### config.mk
export PLATFORM = sky130hd
export DESIGN_NAME = exc_dispatch
export DESIGN_NICKNAME = d
export VERILOG_FILES = /design/src/exc_pkg.sv /design/src/errcode_if.sv /design/src/errcode_former.sv /design/src/exc_dispatch.sv
export VERILOG_INCLUDE_DIRS = /design/src /design/src/src
export SDC_FILE = /design/constraint.sdc
export NUM_CORES = 2
export LEC_CHECK = 0
export BUFFER_PORTS_ARGS = -buffer_cell sky130_fd_sc_hd__buf_2
export CAP_MARGIN = 20
export CORE_MARGIN = 8
export CORE_UTILIZATION = 40
export CTS_CLUSTER_SIZE = 28
export DETAILED_ROUTE_END_ITERATION = 12
export PLACE_DENSITY_LB_ADDON = 0.3
export SYNTH_ARGS = -nofsm -noshare
export SYNTH_HDL_FRONTEND = slang
export SYNTH_SLANG_ARGS = --single-unit
### constraint.sdc
create_clock -name clk -period 118.3 [get_ports clk]
set_clock_uncertainty 0.1 [all_clocks]
set_input_delay 5.915 -clock clk [delete_from_list [all_inputs] [get_ports clk]]
set_output_delay 5.915 -clock clk [all_outputs]
set_load 0.05 [all_outputs]
### src/exc_consts.svh
// constant definitions for the exception dispatch block
`ifndef EXC_CONSTS_SVH
`define EXC_CONSTS_SVH
// ********************
// register byte offsets
// ********************
`define OFS_REQ      8'h00
`define OFS_FLAGS    8'h04
`define OFS_GATE     8'h08
`define OFS_CPL      8'h0c
`define OFS_SEL      8'h10
`define OFS_STATUS   8'h14
`define OFS_SAVED    8'h18
`define OFS_ERRC     8'h1c
`define OFS_RETURN_FROM_INTERRUPT     8'h20
`define OFS_DIVIDEND 8'h24
`define OFS_DIVISOR  8'h28
`define OFS_QUOT     8'h2c
`define OFS_TASK     8'h30
`define OFS_LINK     8'h34
`define OFS_IP       8'h38
`define OFS_NEXT_IP  8'h3c
`define OFS_HWVEC    8'h40
// ********************
// flag positions in the flags register
// ********************
`define TRACE_BIT    8
`define IE_BIT       9
`define NEST_BIT     14
`define RESUME_BIT   16
`define V86_BIT      17
`define FLAGS_RESET  32'h0000_0002
// ********************
// fields
// ********************
`define SRC_EXC      3'h0
`define SRC_PIN      3'h1
`define SRC_SOFT     3'h2
`define SRC_BRK      3'h3
`define SRC_OVF      3'h4
`define KIND_INT     2'h0
`define KIND_TRAP    2'h1
`define KIND_TASK    2'h2
`define DIVIDE_VEC   8'h00
`define ERR_EXT_BIT  0
`define ERR_TBL_BIT  1
`define ERR_TI_BIT   2
`define ERR_IDX_LO   3
`define DIV_SIGN_BIT 16
`endif

### src/exc_pkg.sv
// types shared by the exception dispatch block
package exc_pkg;
	typedef enum logic [2:0] {st_idle, st_push_flags, st_push_ret, st_clear, st_task, st_push_err}
		disp_state_t;
	typedef enum logic [2:0] {src_exc, src_pin, src_soft, src_brk, src_ovf, src_div} src_t;
endpackage

### src/errcode_if.sv
// carrier between dispatch core and error code former
`timescale 1ns/1ns
interface errcode_if;
	logic        external_event_bit;
	logic        in_table;
	logic        local_tbl;
	logic [12:0] index;
	logic [31:0] code;
	modport former (input external_event_bit, input in_table, input local_tbl, input index, output code);
	modport user (output external_event_bit, output in_table, output local_tbl, output index, input code);
endinterface

### src/errcode_former.sv
// forms the segment-related error code word
`timescale 1ns/1ns
`include "exc_consts.svh"
module errcode_former
(
	errcode_if.former ec
);
	always_comb
	begin
		ec.code                = 32'h0000_0000;
		ec.code[`ERR_EXT_BIT]  = ec.external_event_bit;
		ec.code[`ERR_TBL_BIT]  = ec.in_table;
		// table indicator only has meaning outside the vector table
		ec.code[`ERR_TI_BIT]   = ec.in_table ? 1'b0 : ec.local_tbl;
		ec.code[15:`ERR_IDX_LO] = ec.index;
	end
endmodule // errcode_former

### src/exc_dispatch.sv
// exception and interrupt dispatch unit with apb register access
//
// Implementation choices: the register offsets and the APB slave port.
`timescale 1ns/1ns
`include "exc_consts.svh"
module exc_dispatch
(
	input  wire logic        clk,
	input  wire logic        rst,
	input  wire logic        ce,
	input  wire logic        psel,
	input  wire logic        penable,
	input  wire logic        pwrite,
	input  wire logic [7:0]  paddr,
	input  wire logic [31:0] pwdata,
	output logic      [31:0] prdata,
	output logic             pready,
	output logic             pslverr,
	input  wire logic        maskable_interrupt_pin,
	input  wire logic        push_ready,
	output logic             push_valid,
	output logic      [31:0] push_data,
	output logic             push_wide,
	output logic             task_switch,
	output logic             gp_fault
);
	// ********************
	// decode helpers
	// ********************
	function automatic logic addr_hit(input logic [7:0] a);
		case (a)
			`OFS_REQ, `OFS_FLAGS, `OFS_GATE, `OFS_CPL, `OFS_SEL, `OFS_STATUS,
			`OFS_SAVED, `OFS_ERRC, `OFS_RETURN_FROM_INTERRUPT, `OFS_DIVIDEND, `OFS_DIVISOR,
			`OFS_QUOT, `OFS_TASK, `OFS_LINK, `OFS_IP, `OFS_NEXT_IP, `OFS_HWVEC:
				addr_hit = 1'b1;
			default:
				addr_hit = 1'b0;
		endcase
	endfunction

	function automatic exc_pkg::src_t src_decode(input logic [2:0] c);
		case (c)
			`SRC_PIN:  src_decode = exc_pkg::src_pin;
			`SRC_SOFT: src_decode = exc_pkg::src_soft;
			`SRC_BRK:  src_decode = exc_pkg::src_brk;
			`SRC_OVF:  src_decode = exc_pkg::src_ovf;
			default:   src_decode = exc_pkg::src_exc;
		endcase
	endfunction

	// ********************
	// state
	// ********************
	exc_pkg::disp_state_t state_reg, state_next;
	exc_pkg::src_t        src_reg, src_next;
	logic [31:0] flags_reg, flags_next;
	logic [31:0] gate_reg, gate_next;
	logic [1:0]  cpl_reg, cpl_next;
	logic [14:0] sel_reg, sel_next;
	logic [31:0] saved_reg, saved_next;
	logic [31:0] errc_reg, errc_next;
	logic [31:0] dividend_reg, dividend_next;
	logic [16:0] divisor_reg, divisor_next;
	logic [15:0] quot_reg, quot_next;
	logic [15:0] task_reg, task_next;
	logic [15:0] link_reg, link_next;
	logic [31:0] ip_reg, ip_next;
	logic [31:0] next_ip_reg, next_ip_next;
	logic [7:0]  hwvec_reg, hwvec_next;
	logic [7:0]  vec_reg, vec_next;
	logic        err_reg, err_next;
	logic        ext_reg, ext_next;
	logic [4:0]  status_reg, status_next;
	logic        ts_reg, ts_next;
	logic        gp_reg, gp_next;
	logic [31:0] rdata_reg, rdata_next;
	logic        pin_s1_reg, pin_s2_reg;

	logic        wr_en;
	logic        rd_sel;
	logic        start;
	logic        pin_take;
	logic        div_fault;
	logic        priv_fail;
	logic        sw_src;
	logic [31:0] quot_full;
	logic [31:0] rdata_mux;

	errcode_if ec ();

	errcode_former u_former
	(
		.ec (ec)
	);

	// ********************
	// apb slave: zero wait states, unmapped address answers with error
	// ********************
	assign wr_en   = psel && penable && pwrite && ce;
	assign rd_sel  = psel && ce;
	assign pready  = psel && penable && ce;
	assign pslverr = psel && penable && ce && !addr_hit(paddr);
	assign prdata  = rdata_reg;

	always_comb
	begin
		case (paddr)
			`OFS_FLAGS:    rdata_mux = flags_reg;
			`OFS_GATE:     rdata_mux = gate_reg;
			`OFS_CPL:      rdata_mux = {30'h0, cpl_reg};
			`OFS_SEL:      rdata_mux = {17'h0, sel_reg};
			`OFS_STATUS:   rdata_mux = {16'h0, vec_reg, 3'h0, status_reg};
			`OFS_SAVED:    rdata_mux = saved_reg;
			`OFS_ERRC:     rdata_mux = errc_reg;
			`OFS_DIVIDEND: rdata_mux = dividend_reg;
			`OFS_DIVISOR:  rdata_mux = {15'h0, divisor_reg};
			`OFS_QUOT:     rdata_mux = {16'h0, quot_reg};
			`OFS_TASK:     rdata_mux = {16'h0, task_reg};
			`OFS_LINK:     rdata_mux = {16'h0, link_reg};
			`OFS_IP:       rdata_mux = ip_reg;
			`OFS_NEXT_IP:  rdata_mux = next_ip_reg;
			`OFS_HWVEC:    rdata_mux = {24'h0, hwvec_reg};
			default:       rdata_mux = 32'h0000_0000;
		endcase
	end

	// ********************
	// divide check
	// ********************
	always_comb
	begin
		quot_full = 32'h0000_0000;
		div_fault = 1'b0;
		if (divisor_reg[15:0] == 16'h0000)
			div_fault = 1'b1;
		else if (divisor_reg[`DIV_SIGN_BIT])
		begin
			quot_full = $signed(dividend_reg) / $signed({{16{divisor_reg[15]}}, divisor_reg[15:0]});
			// quotient must fit a signed half word
			div_fault = (quot_full[31:15] != {17{quot_full[15]}});
		end
		else
		begin
			quot_full = dividend_reg / {16'h0, divisor_reg[15:0]};
			div_fault = (quot_full[31:16] != 16'h0000);
		end
	end

	// ********************
	// dispatch control
	// ********************
	assign pin_take = pin_s2_reg && flags_reg[`IE_BIT] && state_reg == exc_pkg::st_idle;
	assign sw_src   = src_reg == exc_pkg::src_soft || src_reg == exc_pkg::src_brk
		|| src_reg == exc_pkg::src_ovf;
	// implicit calls carry no requested level, so only levels of code and gate are compared
	assign priv_fail = (gate_reg[5:4] > cpl_reg)
		|| (sw_src && cpl_reg > gate_reg[3:2]);
	assign start = state_reg == exc_pkg::st_idle && src_reg != exc_pkg::src_exc;

	assign ec.external_event_bit       = ext_reg;
	assign ec.in_table  = (state_reg == exc_pkg::st_idle) ? 1'b1 : sel_reg[14];
	assign ec.local_tbl = sel_reg[13];
	assign ec.index     = (state_reg == exc_pkg::st_idle) ? {5'h00, vec_reg} : sel_reg[12:0];

	always_comb
	begin
		state_next    = state_reg;
		src_next      = src_reg;
		flags_next    = flags_reg;
		gate_next     = gate_reg;
		cpl_next      = cpl_reg;
		sel_next      = sel_reg;
		saved_next    = saved_reg;
		errc_next     = errc_reg;
		dividend_next = dividend_reg;
		divisor_next  = divisor_reg;
		quot_next     = quot_reg;
		task_next     = task_reg;
		link_next     = link_reg;
		ip_next       = ip_reg;
		next_ip_next  = next_ip_reg;
		hwvec_next    = hwvec_reg;
		vec_next      = vec_reg;
		err_next      = err_reg;
		ext_next      = ext_reg;
		status_next   = status_reg;
		ts_next       = 1'b0;
		gp_next       = 1'b0;
		rdata_next    = rd_sel ? rdata_mux : rdata_reg;
		push_valid    = 1'b0;
		push_data     = 32'h0000_0000;
		push_wide     = 1'b1;
		if (wr_en)
		begin
			case (paddr)
				`OFS_FLAGS:    flags_next = pwdata;
				`OFS_GATE:     gate_next = pwdata;
				`OFS_CPL:      cpl_next = pwdata[1:0];
				`OFS_SEL:      sel_next = pwdata[14:0];
				`OFS_DIVIDEND: dividend_next = pwdata;
				`OFS_TASK:     task_next = pwdata[15:0];
				`OFS_IP:       ip_next = pwdata;
				`OFS_NEXT_IP:  next_ip_next = pwdata;
				`OFS_HWVEC:    hwvec_next = pwdata[7:0];
				`OFS_DIVISOR:  divisor_next = pwdata[16:0];
				default:       flags_next = flags_reg;
			endcase
			if (paddr == `OFS_RETURN_FROM_INTERRUPT && state_reg == exc_pkg::st_idle)
			begin
				flags_next[`TRACE_BIT]  = pwdata[`TRACE_BIT];
				flags_next[`V86_BIT]    = pwdata[`V86_BIT];
				flags_next[`RESUME_BIT] = pwdata[`RESUME_BIT];
				flags_next[`NEST_BIT]   = pwdata[`NEST_BIT];
				// the error code stays on the stack; software discards it
				flags_next[`IE_BIT]     = pwdata[`IE_BIT];
			end
			// requests while busy are dropped; status shows busy
			if (paddr == `OFS_REQ && state_reg == exc_pkg::st_idle)
			begin
				vec_next = pwdata[7:0];
				src_next = src_decode(pwdata[10:8]);
				err_next = pwdata[11];
				ext_next = pwdata[12];
				if (src_decode(pwdata[10:8]) == exc_pkg::src_exc)
					src_next = exc_pkg::src_exc;
			end
		end
		case (state_reg)
			exc_pkg::st_idle:
			begin
				if (wr_en && paddr == `OFS_REQ)
				begin
					// exception requests start next cycle through the marker below
					status_next = 5'h01;
					state_next  = exc_pkg::st_idle;
					if (src_decode(pwdata[10:8]) == exc_pkg::src_exc)
						src_next = exc_pkg::src_div;
				end
				else if (wr_en && paddr == `OFS_DIVISOR)
				begin
					divisor_next = pwdata[16:0];
				end
				else if (pin_take && src_reg == exc_pkg::src_exc)
				begin
					vec_next    = hwvec_reg;
					src_next    = exc_pkg::src_pin;
					err_next    = 1'b0;
					ext_next    = 1'b1;
					status_next = 5'h01;
				end
				if (start)
				begin
					if (src_reg == exc_pkg::src_div && vec_reg == `DIVIDE_VEC && !err_reg
						&& !ext_reg && status_reg[2])
						status_next = 5'h05;
					if (priv_fail)
					begin
						// refused gate: report fault with code naming the gate
						gp_next     = 1'b1;
						errc_next   = ec.code;
						status_next = 5'h02;
						src_next    = exc_pkg::src_exc;
					end
					else if (gate_reg[1:0] == `KIND_TASK)
						state_next = exc_pkg::st_task;
					else
						state_next = exc_pkg::st_push_flags;
				end
			end
			exc_pkg::st_push_flags:
			begin
				push_valid = 1'b1;
				push_data  = flags_reg;
				if (push_ready)
				begin
					saved_next = flags_reg;
					state_next = exc_pkg::st_push_ret;
				end
			end
			exc_pkg::st_push_ret:
			begin
				push_valid = 1'b1;
				// a fault returns to the faulting instruction itself
				push_data  = (src_reg == exc_pkg::src_div) ? ip_reg : next_ip_reg;
				if (push_ready)
					state_next = exc_pkg::st_clear;
			end
			exc_pkg::st_clear:
			begin
				flags_next[`TRACE_BIT]  = 1'b0;
				flags_next[`V86_BIT]    = 1'b0;
				flags_next[`RESUME_BIT] = 1'b0;
				flags_next[`NEST_BIT]   = 1'b0;
				if (gate_reg[1:0] == `KIND_INT)
					flags_next[`IE_BIT] = 1'b0;
				// trap gates fall through with interrupt enable untouched
				state_next = err_reg ? exc_pkg::st_push_err : exc_pkg::st_idle;
				if (!err_reg)
					src_next = exc_pkg::src_exc;
			end
			exc_pkg::st_task:
			begin
				link_next      = task_reg;
				task_next      = gate_reg[31:16];
				ts_next        = 1'b1;
				status_next[4] = 1'b1;
				state_next     = err_reg ? exc_pkg::st_push_err : exc_pkg::st_idle;
				if (!err_reg)
					src_next = exc_pkg::src_exc;
			end
			exc_pkg::st_push_err:
			begin
				push_valid = 1'b1;
				push_data  = ec.code;
				push_wide  = gate_reg[6];
				if (push_ready)
				begin
					errc_next      = ec.code;
					status_next[3] = 1'b1;
					state_next     = exc_pkg::st_idle;
					src_next       = exc_pkg::src_exc;
				end
			end
			default:
				state_next = exc_pkg::st_idle;
		endcase
		// pin and software interrupts never carry a code; exception requests keep theirs
		if (start && (src_reg == exc_pkg::src_pin || sw_src))
			err_next = 1'b0;
		// divisor write while idle runs the check; on a fault the quotient is left as it was
		if (wr_en && paddr == `OFS_DIVISOR && state_reg == exc_pkg::st_idle)
			status_next[2] = 1'b0;
		if (src_reg == exc_pkg::src_exc && state_reg == exc_pkg::st_idle && !wr_en
			&& status_reg[0] && !pin_take)
			status_next[0] = 1'b0;
		// divide fault dispatches vector 0 with state untouched
		if (div_go_reg && div_fault)
		begin
			src_next    = exc_pkg::src_div;
			vec_next    = `DIVIDE_VEC;
			err_next    = 1'b0;
			ext_next    = 1'b0;
			status_next = 5'h05;
			quot_next   = quot_reg;
		end
		else if (div_go_reg)
			quot_next = quot_full[15:0];
	end

	// ********************
	// divide launch: separate so the check sees the stored operands
	// ********************
	logic div_go_reg, div_go_next;
	always_comb
	begin
		div_go_next = wr_en && paddr == `OFS_DIVISOR && state_reg == exc_pkg::st_idle;
	end

	// ********************
	// registers
	// ********************
	always_ff @(posedge clk)
	begin
		if (rst)
		begin
			state_reg    <= exc_pkg::st_idle;
			src_reg      <= exc_pkg::src_exc;
			flags_reg    <= `FLAGS_RESET;
			gate_reg     <= 32'h0000_0000;
			cpl_reg      <= 2'h0;
			sel_reg      <= 15'h0000;
			saved_reg    <= 32'h0000_0000;
			errc_reg     <= 32'h0000_0000;
			dividend_reg <= 32'h0000_0000;
			divisor_reg  <= 17'h00000;
			quot_reg     <= 16'h0000;
			task_reg     <= 16'h0000;
			link_reg     <= 16'h0000;
			ip_reg       <= 32'h0000_0000;
			next_ip_reg  <= 32'h0000_0000;
			hwvec_reg    <= 8'h00;
			vec_reg      <= 8'h00;
			err_reg      <= 1'b0;
			ext_reg      <= 1'b0;
			status_reg   <= 5'h00;
			ts_reg       <= 1'b0;
			gp_reg       <= 1'b0;
			rdata_reg    <= 32'h0000_0000;
			div_go_reg   <= 1'b0;
		end
		else if (ce)
		begin
			state_reg    <= state_next;
			flags_reg    <= flags_next;
			gate_reg     <= gate_next;
			cpl_reg      <= cpl_next;
			sel_reg      <= sel_next;
			saved_reg    <= saved_next;
			errc_reg     <= errc_next;
			dividend_reg <= dividend_next;
			divisor_reg  <= divisor_next;
			task_reg     <= task_next;
			link_reg     <= link_next;
			ip_reg       <= ip_next;
			next_ip_reg  <= next_ip_next;
			hwvec_reg    <= hwvec_next;
			ext_reg      <= ext_next;
			ts_reg       <= ts_next;
			gp_reg       <= gp_next;
			rdata_reg    <= rdata_next;
			div_go_reg   <= div_go_next;
			src_reg      <= src_next;
			vec_reg      <= vec_next;
			err_reg      <= err_next;
			status_reg   <= status_next;
			quot_reg     <= quot_next;
		end
	end

	// pin comes from outside the clock domain
	always_ff @(posedge clk)
	begin
		if (rst)
		begin
			pin_s1_reg <= 1'b0;
			pin_s2_reg <= 1'b0;
		end
		else if (ce)
		begin
			pin_s1_reg <= maskable_interrupt_pin;
			pin_s2_reg <= pin_s1_reg;
		end
	end

	assign task_switch = ts_reg;
	assign gp_fault    = gp_reg;
endmodule // exc_dispatch

==> metrics <==
most frequent cells in the layout nand2_1 (1163), ha_1 (921), nor2_1 (690), nor3_1 (662), o21a_1 (645); routability congestion estimate 0.965; starting DRC count in detailed routing 6081; Post-synth ARST share 0%; initial antenna violation count 9; RSZ-0062 raised after global routing yes; status completed; post-route worst setup slack 3580 ps; Syn. warnings 0; CP max FO 13; CP Launch Type register; Yosys reg bits 356; Detailed Route WL 234 mm; Die Height 408 um; Vias 68200; clk buf depth 3; final setup violation count 0; CP dominant cell by count o21a_1; Final Hold Viols 0; FMAX 8.72 MHz; total CTS buffers 38; CP Capture Type register; P&R area growth vs syn 15.3%; Critical Path RT 118700 ps; vias in the first global route 62300; # Max-Cap Violations 0; # clock sinks 356; TritonRoute pass-1 iters 8; DP Area 66400 um^2; Starting Density 40.1%; NumNets Final 9930; slew margin rel. 20.9%; kind of cell adding the most delay to the critical path compound AO/OA/AOI/OAI gates; root buffer cell clkbuf_16; Final period util 97.0%; GR Overflow Total 0; wire per inst 21.2 um; antenna violation net count after detailed routing 0; Post-synth EDFFs 0; CTS tree built; cell area after layout 71000 um^2; total die area 167000 um^2; drt via density 6.18; WS Path Type register to register; layout cell share with drive strength beyond 1 15.9%; Seq/Total Area, Yosys 11.6%; most common cell after layout, fill and taps aside nand2_1; pre-CTS WS -3420 ps; Slowest-stage cell, CP or4_4; Synth Flop Type dfxtp_1; Synth Cell Area 61600 um^2; post-layout min period 114720 ps; Filler cells 15400; Total Routing Usage GR 25.7%; H-tree Lvls 2; clock slew at reported path FFs 70 ps; I/O Buffers 117; synth unique cells 128; Core ar. 154000 um^2; measured slew at the worst slew-check pin 1190 ps; Buffers & Inverters on Critical Path 11; Top-Level Pins 118; Min-Delay Path Class register to register; Post-Synthesis Cells 8494; Slew Viols, Final 0; largest net degree at the start of global routing 162; Post-Syn Area per Cell 7.25 um^2; Site Rows 144; Die W 408 um; worst skew pair latency 580 ps; first-pass GRT wire length 353 mm; hpwl dp 173 mm; WP data arrival 115120 ps; Largest stage delay, worst path 570 ps; # DRC 0
==> worst reg2reg max path, delay by kind of cell, from the launching register on <==
kind                       cells  cell delay [ps]
AOI/OAI and AO/OA            486            91100
and+or+nand+nor               48             7380
xor gates and xnor gates       2              420
DFF                            1              410
adders and majority gates     31             8650
buffers and inverters         11             1440
muxes                         19             5230
==> metrics by stage <==
| step | std cells | setup TNS, ps | util, % | hold slack, ps |
|---|---|---|---|---|
| 2_1_floorplan | 8629 | 0 | - | 330 |
| 3_3_place_gp | 10700 | -941 | 43.2 | 341 |
| 3_5_place_dp | 10700 | -72920 | 43.2 | 346 |
| 4_1_cts | 10800 | 0 | 44.2 | 355 |
| 5_1_grt | 11000 | -45420 | 46.3 | 371 |
| 6_report | 11000 | 0 | 46.3 | 356 |
==> cell type report <==
| type | count | area [um^2] | area share, % |
|---|---|---|---|
| inverter | 154 | 592 | 0.833 |
| clock inverter | 18 | 158 | 0.222 |
| multi-input combinational | 7732 | 54400 | 76.6 |
| timing repair inverter | 1 | 5.00 | 0.00705 |
| clock buffer | 50 | 1070 | 1.50 |
| sequential | 356 | 7160 | 10.1 |
| antenna | 7 | 17.5 | 0.0247 |
| timing repair buffer | 671 | 5080 | 7.16 |
| tap | 2044 | 2560 | 3.60 |
==> synthesized netlist by cell type, types with 119 or more instances <==
master    count  area share [%]
clkbuf_1    328             2.0
xor2_1      119             1.7
nor3_1      674             5.5
mux2_2      312             5.7
ha_1        928              19
a21oi_1     594             4.8
inv_1       150            0.91
xnor2_1     157             2.2
nand2_1    1173             7.2
o31ai_1     309             3.8
nor2_1      727             4.4
nand3_1     146             1.2
a21o_1      136             1.7
o21ai_0     309             2.5
dfxtp_1     356              12
o21a_1      649             7.9
==> layer usage <==
| layer | up-vias | share of wire (%) | track usage [%] |
|---|---|---|---|
| met4 | 0 | 5.2 | 10.6 |
| met2 | 2722 | 44 | 41.6 |
| met1 | 32100 | 43 | 34.3 |
| met5 | - | 0 | 0 |
| li1 | 32700 | - | - |
| met3 | 649 | 7.7 | 3.35 |
==> repair_timing <==
action / CTS / global route
gates cloned: 2 / 9
hold buffers: 0 / 0
pin swaps: 4 / 140
endpoints found under the setup margin: 34 / 34
setup buffers: 12 / 245
gates resized for setup: 39 / 268
==> cell families after synthesis <==
group | Yosys count | synth area share (%)
fa+ha+maj | 929 | 18.9
xor+xnor | 278 | 3.98
other cells | 1 | 0.00609
flops | 356 | 11.6
simple gates | 3307 | 25.0
compound gates | 2660 | 29.7
buf+inv | 544 | 3.40
mux | 419 | 7.50
==> path summary, 6_finish.rpt <==
check,startpoint,to,slack [ps],depth (start not counted)
setup / recovery,dividend_reg[4]$_SDFFE_PP0P_,quot_reg[0]$_SDFFE_PP0P_,3580,597
hold / removal,link_reg[3]$_SDFFE_PP0P_,link_reg[3]$_SDFFE_PP0P_,360,2
setup reg to reg,dividend_reg[4]$_SDFFE_PP0P_,quot_reg[0]$_SDFFE_PP0P_,3580,597
hold reg to reg,link_reg[3]$_SDFFE_PP0P_,link_reg[3]$_SDFFE_PP0P_,360,2
Power is not shown: default switching activity piles up to over one toggle a cycle in this logic, so the estimate is an artifact.
